`config.mk`:
```
export PLATFORM = sky130hd
export DESIGN_NAME = fcaos_top
export DESIGN_NICKNAME = d
export VERILOG_FILES = /design/src/hdl/fcaos_pkg.sv /design/src/hdl/fcaos_ob_check.sv /design/src/hdl/fcaos_top.sv
export SDC_FILE = /design/constraint.sdc
export NUM_CORES = 1
export LEC_CHECK = 0
export BUFFER_PORTS_ARGS = -buffer_cell sky130_fd_sc_hd__buf_2
export CAP_MARGIN = 20
export CORE_MARGIN = 1.5
export CORE_UTILIZATION = 50
export CTS_CLUSTER_DIAMETER = 150
export DETAILED_ROUTE_END_ITERATION = 10
export PLACE_DENSITY = 0.87
export REMOVE_ABC_BUFFERS = 1
export SYNTH_ARGS = -nofsm -noshare
export SYNTH_HDL_FRONTEND = slang
export SYNTH_HIERARCHICAL = 1
export SYNTH_SLANG_ARGS = --single-unit
```
`constraint.sdc`:
```
create_clock -name clk -period 2.05 [get_ports clk]
set_clock_uncertainty 0.15 [all_clocks]
set_input_delay 0.205 -clock clk [delete_from_list [all_inputs] [get_ports clk]]
set_output_delay 0.205 -clock clk [all_outputs]
set_load 0.005 [all_outputs]
```
`src/hdl/fcaos_pkg.sv`:
```
/*
 * Constants, register map and load-state encoding of the flash command
 * address and option-byte status register bank.
 * Assumes an APB slave with 32-bit data, one aligned word per register.
 */
// Contract
// - Command address: 32-bit, writable, word access only
// - Option data field loads into bits 25:10
// - Option user field loads into bits 9:2
// - Bit 1 shows security protection active
// - Bit 0 flags option byte complement mismatch
// - Mismatched option byte is replaced by all ones
package fcaos_pkg;

    // ------------------------------------------------------------
    // Register byte offsets
    // ------------------------------------------------------------
    localparam logic [7:0] FCAOS_OFF_CMD_ADDR = 8'h14;  // Command address, write only
    localparam logic [7:0] FCAOS_OFF_OB_STAT = 8'h1C;   // Option-byte status, read only
    localparam logic [7:0] FCAOS_OFF_IRQ_STAT = 8'h30;  // Sticky event bits, write one to clear
    localparam logic [7:0] FCAOS_OFF_IRQ_MASK = 8'h34;  // Event enables, same layout

    // ------------------------------------------------------------
    // Option-byte status field positions
    // ------------------------------------------------------------
    localparam int FCAOS_OB_DATA_HI = 25;   // Data field top bit
    localparam int FCAOS_OB_DATA_LO = 10;   // Data field bottom bit
    localparam int FCAOS_OB_USER_HI = 9;    // User field top bit
    localparam int FCAOS_OB_USER_LO = 2;    // User field bottom bit
    localparam int FCAOS_OB_PROT_BIT = 1;   // Security protection flag
    localparam int FCAOS_OB_ERR_BIT = 0;    // Option load error flag

    // ------------------------------------------------------------
    // Event bit positions in status and mask registers
    // ------------------------------------------------------------
    localparam int FCAOS_EV_LOAD_ERR = 0;   // Option load found a mismatch
    localparam int FCAOS_EV_ADDR_WR = 1;    // Command address was written
    localparam int FCAOS_EV_NUM = 2;        // Number of event bits

    // ------------------------------------------------------------
    // Reset values and fixed patterns
    // ------------------------------------------------------------
    localparam logic [31:0] FCAOS_RST_CMD_ADDR = 32'h0000_0000;  // Command address after reset
    localparam logic [31:0] FCAOS_RST_OB_STAT = 32'h0000_0000;   // Status before the load
    localparam logic [31:0] FCAOS_RST_RDATA = 32'h0000_0000;     // Read data idle value
    localparam logic [1:0] FCAOS_RST_EVENTS = 2'h0;              // Events and mask after reset
    localparam logic [3:0] FCAOS_STRB_WORD = 4'hF;               // Full word byte enables
    localparam logic [5:0] FCAOS_OB_RSVD = 6'h00;                // Bits 31:26 read as zero

    // ------------------------------------------------------------
    // Option-byte load sequence
    // ------------------------------------------------------------
    typedef enum logic [0:0] {
        FCAOS_LD_PENDING = 1'b0,    // Waiting to capture the option bytes
        FCAOS_LD_DONE = 1'b1        // Status holds the checked option bytes
    } fcaos_load_t;

endpackage

```
`src/hdl/fcaos_ob_check.sv`:
```
/*
 * Complement check of one option-byte field.
 * Assumes the value and its stored complement are stable while sampled.
 */
`timescale 1ns/100ps
module fcaos_ob_check #(
    parameter int WIDTH = 8
) (
    input wire logic [WIDTH-1:0] rawValue,
    input wire logic [WIDTH-1:0] rawCompl,
    output logic [WIDTH-1:0] checkedValue,
    output logic mismatch
);

    // ------------------------------------------------------------
    // Parameter check
    // ------------------------------------------------------------
    if (WIDTH < 1) begin : g_bad_width
        $error("fcaos_ob_check: WIDTH must be at least one");
    end

    // ------------------------------------------------------------
    // Check and substitution
    // ------------------------------------------------------------
    // Field and complement must be exact bitwise inverses
    assign mismatch = (rawValue != ~rawCompl);
    assign checkedValue = mismatch ? {WIDTH{1'b1}} : rawValue;

endmodule // fcaos_ob_check

```
`src/hdl/fcaos_top.sv`:
```
/*
 * Flash command address register and option-byte status register, with
 * two sticky events (load error, address written) on one interrupt line.
 * Assumes an APB master on clk, option-byte contents on plain inputs that
 * are stable after reset, and a flash engine that reads cmdTargetAddr.
 */
`timescale 1ns/100ps
module fcaos_top #(
    parameter int APB_AW = 8,
    parameter logic [7:0] UNPROT_KEY = 8'h5A  // Arbitrary value: key meaning unprotected
) (
    input wire logic clk,
    input wire logic srst,
    input wire logic clkEn,
    input wire logic psel,
    input wire logic penable,
    input wire logic pwrite,
    input wire logic [APB_AW-1:0] paddr,
    input wire logic [31:0] pwdata,
    input wire logic [3:0] pstrb,
    output logic [31:0] prdata,
    output logic pready,
    output logic pslverr,
    input wire logic [7:0] obSecurity,
    input wire logic [7:0] obSecurityCmp,
    input wire logic [7:0] obUser,
    input wire logic [7:0] obUserCmp,
    input wire logic [7:0] obDataLo,
    input wire logic [7:0] obDataLoCmp,
    input wire logic [7:0] obDataHi,
    input wire logic [7:0] obDataHiCmp,
    output logic [31:0] cmdTargetAddr,
    output logic irq
);
    import fcaos_pkg::*;

    // ------------------------------------------------------------
    // Parameter check
    // ------------------------------------------------------------
    // Offsets need eight address bits to decode
    if (APB_AW < 8 || APB_AW > 32) begin : g_bad_aw
        $error("fcaos_top: APB_AW must lie in 8..32");
    end

    // A corrupt security byte reads all ones and must count as protected
    if (UNPROT_KEY == 8'hFF) begin : g_bad_key
        $error("fcaos_top: UNPROT_KEY must differ from all ones");
    end

    // ------------------------------------------------------------
    // State of the block
    // ------------------------------------------------------------
    typedef struct packed {
        fcaos_load_t loadState;                 // Option-byte load progress
        logic [31:0] cmdAddr;                   // Command target address
        logic [31:0] obStat;                    // Option-byte status image
        logic [FCAOS_EV_NUM-1:0] evStat;        // Sticky events
        logic [FCAOS_EV_NUM-1:0] evMask;        // Event enables
        logic [31:0] rdData;                    // Read data for the access phase
        logic busErr;                           // Error answer for the access phase
        logic captured;                         // Request taken, access may complete
    } fcaos_state_t;

    fcaos_state_t q;            // Registered state
    fcaos_state_t d;            // Next state

    // ------------------------------------------------------------
    // Option-byte complement checks
    // ------------------------------------------------------------
    logic [7:0] secChecked;     // Security byte after check
    logic [7:0] userChecked;    // User byte after check
    logic [7:0] dataLoChecked;  // Data low byte after check
    logic [7:0] dataHiChecked;  // Data high byte after check
    logic secBad;               // Security byte mismatch
    logic userBad;              // User byte mismatch
    logic dataLoBad;            // Data low byte mismatch
    logic dataHiBad;            // Data high byte mismatch
    logic anyBad;               // Any field mismatched
    logic protActive;           // Protection in force

    // Security field check
    fcaos_ob_check #(
        .WIDTH(8)
    ) u_chk_sec (
        .rawValue(obSecurity),
        .rawCompl(obSecurityCmp),
        .checkedValue(secChecked),
        .mismatch(secBad)
    );

    // User field check
    fcaos_ob_check #(
        .WIDTH(8)
    ) u_chk_user (
        .rawValue(obUser),
        .rawCompl(obUserCmp),
        .checkedValue(userChecked),
        .mismatch(userBad)
    );

    // Data low byte check
    fcaos_ob_check #(
        .WIDTH(8)
    ) u_chk_dlo (
        .rawValue(obDataLo),
        .rawCompl(obDataLoCmp),
        .checkedValue(dataLoChecked),
        .mismatch(dataLoBad)
    );

    // Data high byte check
    fcaos_ob_check #(
        .WIDTH(8)
    ) u_chk_dhi (
        .rawValue(obDataHi),
        .rawCompl(obDataHiCmp),
        .checkedValue(dataHiChecked),
        .mismatch(dataHiBad)
    );

    assign anyBad = secBad | userBad | dataLoBad | dataHiBad;
    // protection decode; a corrupt byte reads all ones, so protects
    assign protActive = (secChecked != UNPROT_KEY);

    // ------------------------------------------------------------
    // Bus phase decode
    // ------------------------------------------------------------
    logic setupPh;      // APB setup cycle
    logic accessPh;     // APB access cycle, completes when clkEn is high
    logic hitCmd;       // Address selects command address
    logic hitOb;        // Address selects option status
    logic hitStat;      // Address selects event status
    logic hitMask;      // Address selects event mask
    logic fullWord;     // All byte lanes enabled
    logic wrDone;       // Write completes this edge without error
    logic accessDone;   // Access completes this edge
    logic [FCAOS_EV_NUM-1:0] evSet;     // Events raised this cycle
    logic [FCAOS_EV_NUM-1:0] evClr;     // Events cleared by software

    assign setupPh = psel & ~penable;
    assign accessPh = psel & penable;
    assign hitCmd = (paddr == APB_AW'(FCAOS_OFF_CMD_ADDR));
    assign hitOb = (paddr == APB_AW'(FCAOS_OFF_OB_STAT));
    assign hitStat = (paddr == APB_AW'(FCAOS_OFF_IRQ_STAT));
    assign hitMask = (paddr == APB_AW'(FCAOS_OFF_IRQ_MASK));
    assign fullWord = (pstrb == FCAOS_STRB_WORD);
    // Access ends only once its request has been taken
    assign accessDone = accessPh & q.captured;
    assign wrDone = accessDone & pwrite & ~q.busErr;

    // ------------------------------------------------------------
    // Next-state logic
    // ------------------------------------------------------------
    always_comb begin
        d = q;
        evSet = '0;
        evClr = '0;
        if (clkEn) begin
            // Load of the option bytes, once after each reset
            case (q.loadState)
                FCAOS_LD_PENDING: begin
                    d.obStat[FCAOS_OB_DATA_HI:FCAOS_OB_DATA_LO] = {dataHiChecked, dataLoChecked};
                    d.obStat[FCAOS_OB_USER_HI:FCAOS_OB_USER_LO] = userChecked;
                    d.obStat[FCAOS_OB_PROT_BIT] = protActive;
                    d.obStat[FCAOS_OB_ERR_BIT] = anyBad;
                    d.obStat[31:26] = FCAOS_OB_RSVD;
                    evSet[FCAOS_EV_LOAD_ERR] = anyBad;
                    d.loadState = FCAOS_LD_DONE;
                end
                default: begin
                    // Status stays as loaded until the next reset
                    d.loadState = FCAOS_LD_DONE;
                end
            endcase

            // Setup cycle: pick read data and error answer; a setup cycle
            // lost to a low clkEn is taken up in the first enabled access
            if (setupPh || (accessPh && !q.captured)) begin
                d.captured = 1'b1;
                if (hitCmd) begin
                    // Write only: reads return zero
                    d.rdData = FCAOS_RST_RDATA;
                    d.busErr = pwrite & ~fullWord;
                end else if (hitOb) begin
                    d.rdData = q.obStat;
                    d.busErr = pwrite;
                end else if (hitStat) begin
                    d.rdData = {30'h0000_0000, q.evStat};
                    d.busErr = pwrite & ~fullWord;
                end else if (hitMask) begin
                    d.rdData = {30'h0000_0000, q.evMask};
                    d.busErr = pwrite & ~fullWord;
                end else begin
                    // Unmapped address
                    d.rdData = FCAOS_RST_RDATA;
                    d.busErr = 1'b1;
                end
            end

            // Access cycle: writes take effect here
            if (wrDone) begin
                if (hitCmd) begin
                    d.cmdAddr = pwdata;
                    evSet[FCAOS_EV_ADDR_WR] = 1'b1;
                end else if (hitStat) begin
                    evClr = pwdata[FCAOS_EV_NUM-1:0];
                end else if (hitMask) begin
                    d.evMask = pwdata[FCAOS_EV_NUM-1:0];
                end
            end

            // Completed access frees the slot for the next setup
            if (accessDone) begin
                d.captured = 1'b0;
            end

            // Sticky events: a new event beats a clear in the same cycle
            d.evStat = (q.evStat & ~evClr) | evSet;
        end
    end

    // ------------------------------------------------------------
    // State register
    // ------------------------------------------------------------
    always_ff @(posedge clk) begin
        if (srst) begin
            q.loadState <= FCAOS_LD_PENDING;
            q.cmdAddr <= FCAOS_RST_CMD_ADDR;
            q.obStat <= FCAOS_RST_OB_STAT;
            q.evStat <= FCAOS_RST_EVENTS;
            q.evMask <= FCAOS_RST_EVENTS;
            q.rdData <= FCAOS_RST_RDATA;
            q.busErr <= 1'b0;
            q.captured <= 1'b0;
        end else begin
            q <= d;
        end
    end

    // ------------------------------------------------------------
    // Outputs
    // ------------------------------------------------------------
    // Zero-wait answer once taken; a frozen block holds the master off
    assign pready = clkEn & q.captured;
    assign prdata = q.rdData;
    assign pslverr = q.busErr;
    assign cmdTargetAddr = q.cmdAddr;
    assign irq = |(q.evStat & q.evMask);

    // Data field view for the load check
    logic [15:0] obStatData;
    assign obStatData = q.obStat[FCAOS_OB_DATA_HI:FCAOS_OB_DATA_LO];
endmodule // fcaos_top

```
==> impl_metrics.ini <==
[yosys]
yosys_warnings = 6
syn-cell-area_sq_um = 4880
ys.flop_type = dfxtp_1
syn_avg_cell_area_sq_um = 9.00
synth_cell_types = 37
ys_ff_latch = 91
ys_seq_area_share_pct = 37.4
synth_cells = 542
synth_edf_count = 0
async_reset_ff_share_pct = 0

[cells_and_area]
fin_cells = 819
design_area_sq_um = 5930
nFillCells = 772
antenna_cells = 0
fin_nets = 799
mostFrequentLayoutCells = 174 x buf_2, 91 x dfxtp_1, 67 x nand2b_1
seqCellArea_sq_um = 1820
multi_input_area_sq_um = 2380
final_common_cell = buf_2
area_delta_synth_final_pct = 21.7
drive_above_1_share_pct = 31.6

[floorplanning]
initial_utilization_pct = 52.3
die_area_sq_um = 10400
die_width_um = 102
dieHeight_um = 102
coreArea_sq_um = 9330
io_pins = 181
num_rows = 35

[worst_setup_path]
path_class = in -> reg
cp.arrival_ns = 1.93
required_ns = 2.16
crit_path_start_kind = input port
critPathMaxFanout = 31
endpoint_kind = flop

[clock_network]
clockBufferDepth = 2
clock-root-buffer = clkbuf_8
h-tree-depth = 3
cts_made_buffers = 9
cts_tree = done
clk_pin_slew_ns = 0.09
clock-sinks = 91
insertion_delay_ns = 0.34

[routing]
drc_errors = 0
vias = 4223
first_pass_iters = 5
drt_wl_total_um = 11900
drtIter0Drc = 132
ant_nets = 0
drt-vias-per-instance = 5.16
wl_per_cell_um = 14.6

[timing]
period_minus_slack_ns = 1.82
fmax_ghz = 0.549
hold_ws_ns = 0.0771
tns_ns = 0
post-route-period-util_pct = 88.9
rsz0062_at_grt = no
maxSlewViolCount = 0
setup_viol = 0
finalHoldViolCount = 0

[grt]
grt_overflow_total = 0
grt_pass1_wl_um = 18800
grt_max_degree = 125
antenna_found_initial = 0
first_global_vias = 4196
track_usage_pct = 23.0

[power]
vdd_ir_drop_max_mv = 0.390
cellLeakagePower_nw = 2.49
switchingPower_mw = 0.894
power_frac_comb_pct = 14.3
seq_power_share_pct = 51.4
internal_power_mw = 2.68
p_sw_share_pct = 25.0
pwr-share-clk_pct = 34.3
power_density_nw_per_um2 = 602

[run]
cap_violations = 0

[placed_design]
placed_area_sq_um = 5400
gp_congestion = 0.812
dp_cells = 770
port-buffer-count = 174
dpl.hpwl_um = 7820

[min_path]
hp-class = in -> reg

[status]
run_status = completed
[cell type report]
| class | instances | area share (%) |
|---|---|---|
| flip-flops and latches | 91 | 30.7 |
| clock buffers | 11 | 2.38 |
| multi-input cells | 358 | 40.1 |
| repair buffers | 223 | 22.9 |
| clock inverters | 5 | 1.05 |
| inverters | 2 | 0.127 |
| well taps | 129 | 2.72 |
[final timing paths]
path                         startpoint  cells past startpoint  slack (ns)                        endpoint
max                               clkEn                      8        0.23  cmdTargetAddr[23]$_SDFFE_PP0P_
min                         obDataLo[6]                      4        0.08      obStatData[6]$_SDFFE_PP0P_
max reg2reg           q[0]$_SDFFE_PP0P_                      5        0.25  cmdTargetAddr[23]$_SDFFE_PP0P_
min reg2reg  obStatData[9]$_SDFFE_PP0P_                      2        0.31      obStatData[9]$_SDFFE_PP0P_
[sequential cells by signal, summed over array words and instances, names as in the netlist]
signal and count:
cmdTargetAddr 32, prdata 26, obStatData 16, q 16, pslverr 1
[stage by stage]
stage	util [%]	power (mW)	setup WS, ns
floorplan	-	2.10	-0.747
global placement	57.9	2.31	0.153
detailed placement	57.9	2.33	0.0605
CTS	63.6	3.60	0.0352
global route	63.6	3.75	0.150
finish	63.6	3.57	0.227
[repair_timing]
item / 4_1_cts / 5_1_grt
endpoints found under the hold margin: 35 / 0
hold buffers: 33 / 0
endpoints found under the setup margin: 0 / 24
resized for setup: 0 / 1
buffers inserted: 0 / 0
[routing by layer]
| metal | vias up | routed length [um] | track usage, % |
|---|---|---|---|
| met5 | - | 0 | 0 |
| li1 | 2061 | - | - |
| met1 | 1956 | 4880 | 25.1 |
| met2 | 181 | 5980 | 42.8 |
| met4 | 0 | 199 | 8.76 |
| met3 | 25 | 885 | 5.24 |
[worst max-delay path, stage by stage]
cell and delay, ns:
dlygate4sd3_1 0.52, buf_2 0.15, nand2_1 0.07, buf_4 0.15, nor2b_4 0.10, and3_2 0.20, buf_12 0.23, mux2i_1 0.28
[kinds of logic (layout without fill, tap and decap cells)]
| logic type | after synthesis | after routing | synth area share [%] |
|---|---|---|---|
| other | 1 | 6 | 0.0769 |
| xor gates and xnor gates | 32 | 32 | 5.75 |
| AOI/OAI and AO/OA | 68 | 68 | 9.34 |
| muxes | 34 | 34 | 6.98 |
| buffers and inverters | 98 | 241 | 14.3 |
| DFF | 91 | 91 | 37.4 |
| and+or+nand+nor | 218 | 218 | 26.1 |
[cell usage after synthesis (3+ instances only)]
library cell | n | area (sq um)
xnor2_1 | 32 | 280
nand3_1 | 6 | 30.0
nor4_2 | 8 | 100
a21oi_1 | 32 | 160
nand2_1 | 58 | 218
buf_12 | 3 | 60.1
clkbuf_1 | 17 | 63.8
buf_4 | 66 | 495
dfxtp_1 | 91 | 1820
mux2i_1 | 34 | 340
buf_2 | 4 | 20.0
buf_6 | 4 | 45.0
nand3b_1 | 32 | 240
nand2b_1 | 67 | 419
o21ai_0 | 5 | 25.0
a32oi_1 | 24 | 210
nor2_1 | 29 | 109
[power by group through the flow]
stage | clock network (mW) | logic (mW) | registers (mW)
floorplan | 0 | 0.225 | 1.87
global placement | 0 | 0.436 | 1.87
detailed placement | 0 | 0.453 | 1.88
CTS | 1.26 | 0.503 | 1.84
global route | 1.35 | 0.559 | 1.84
finish | 1.23 | 0.510 | 1.84
(Power assumes the default switching activity.)
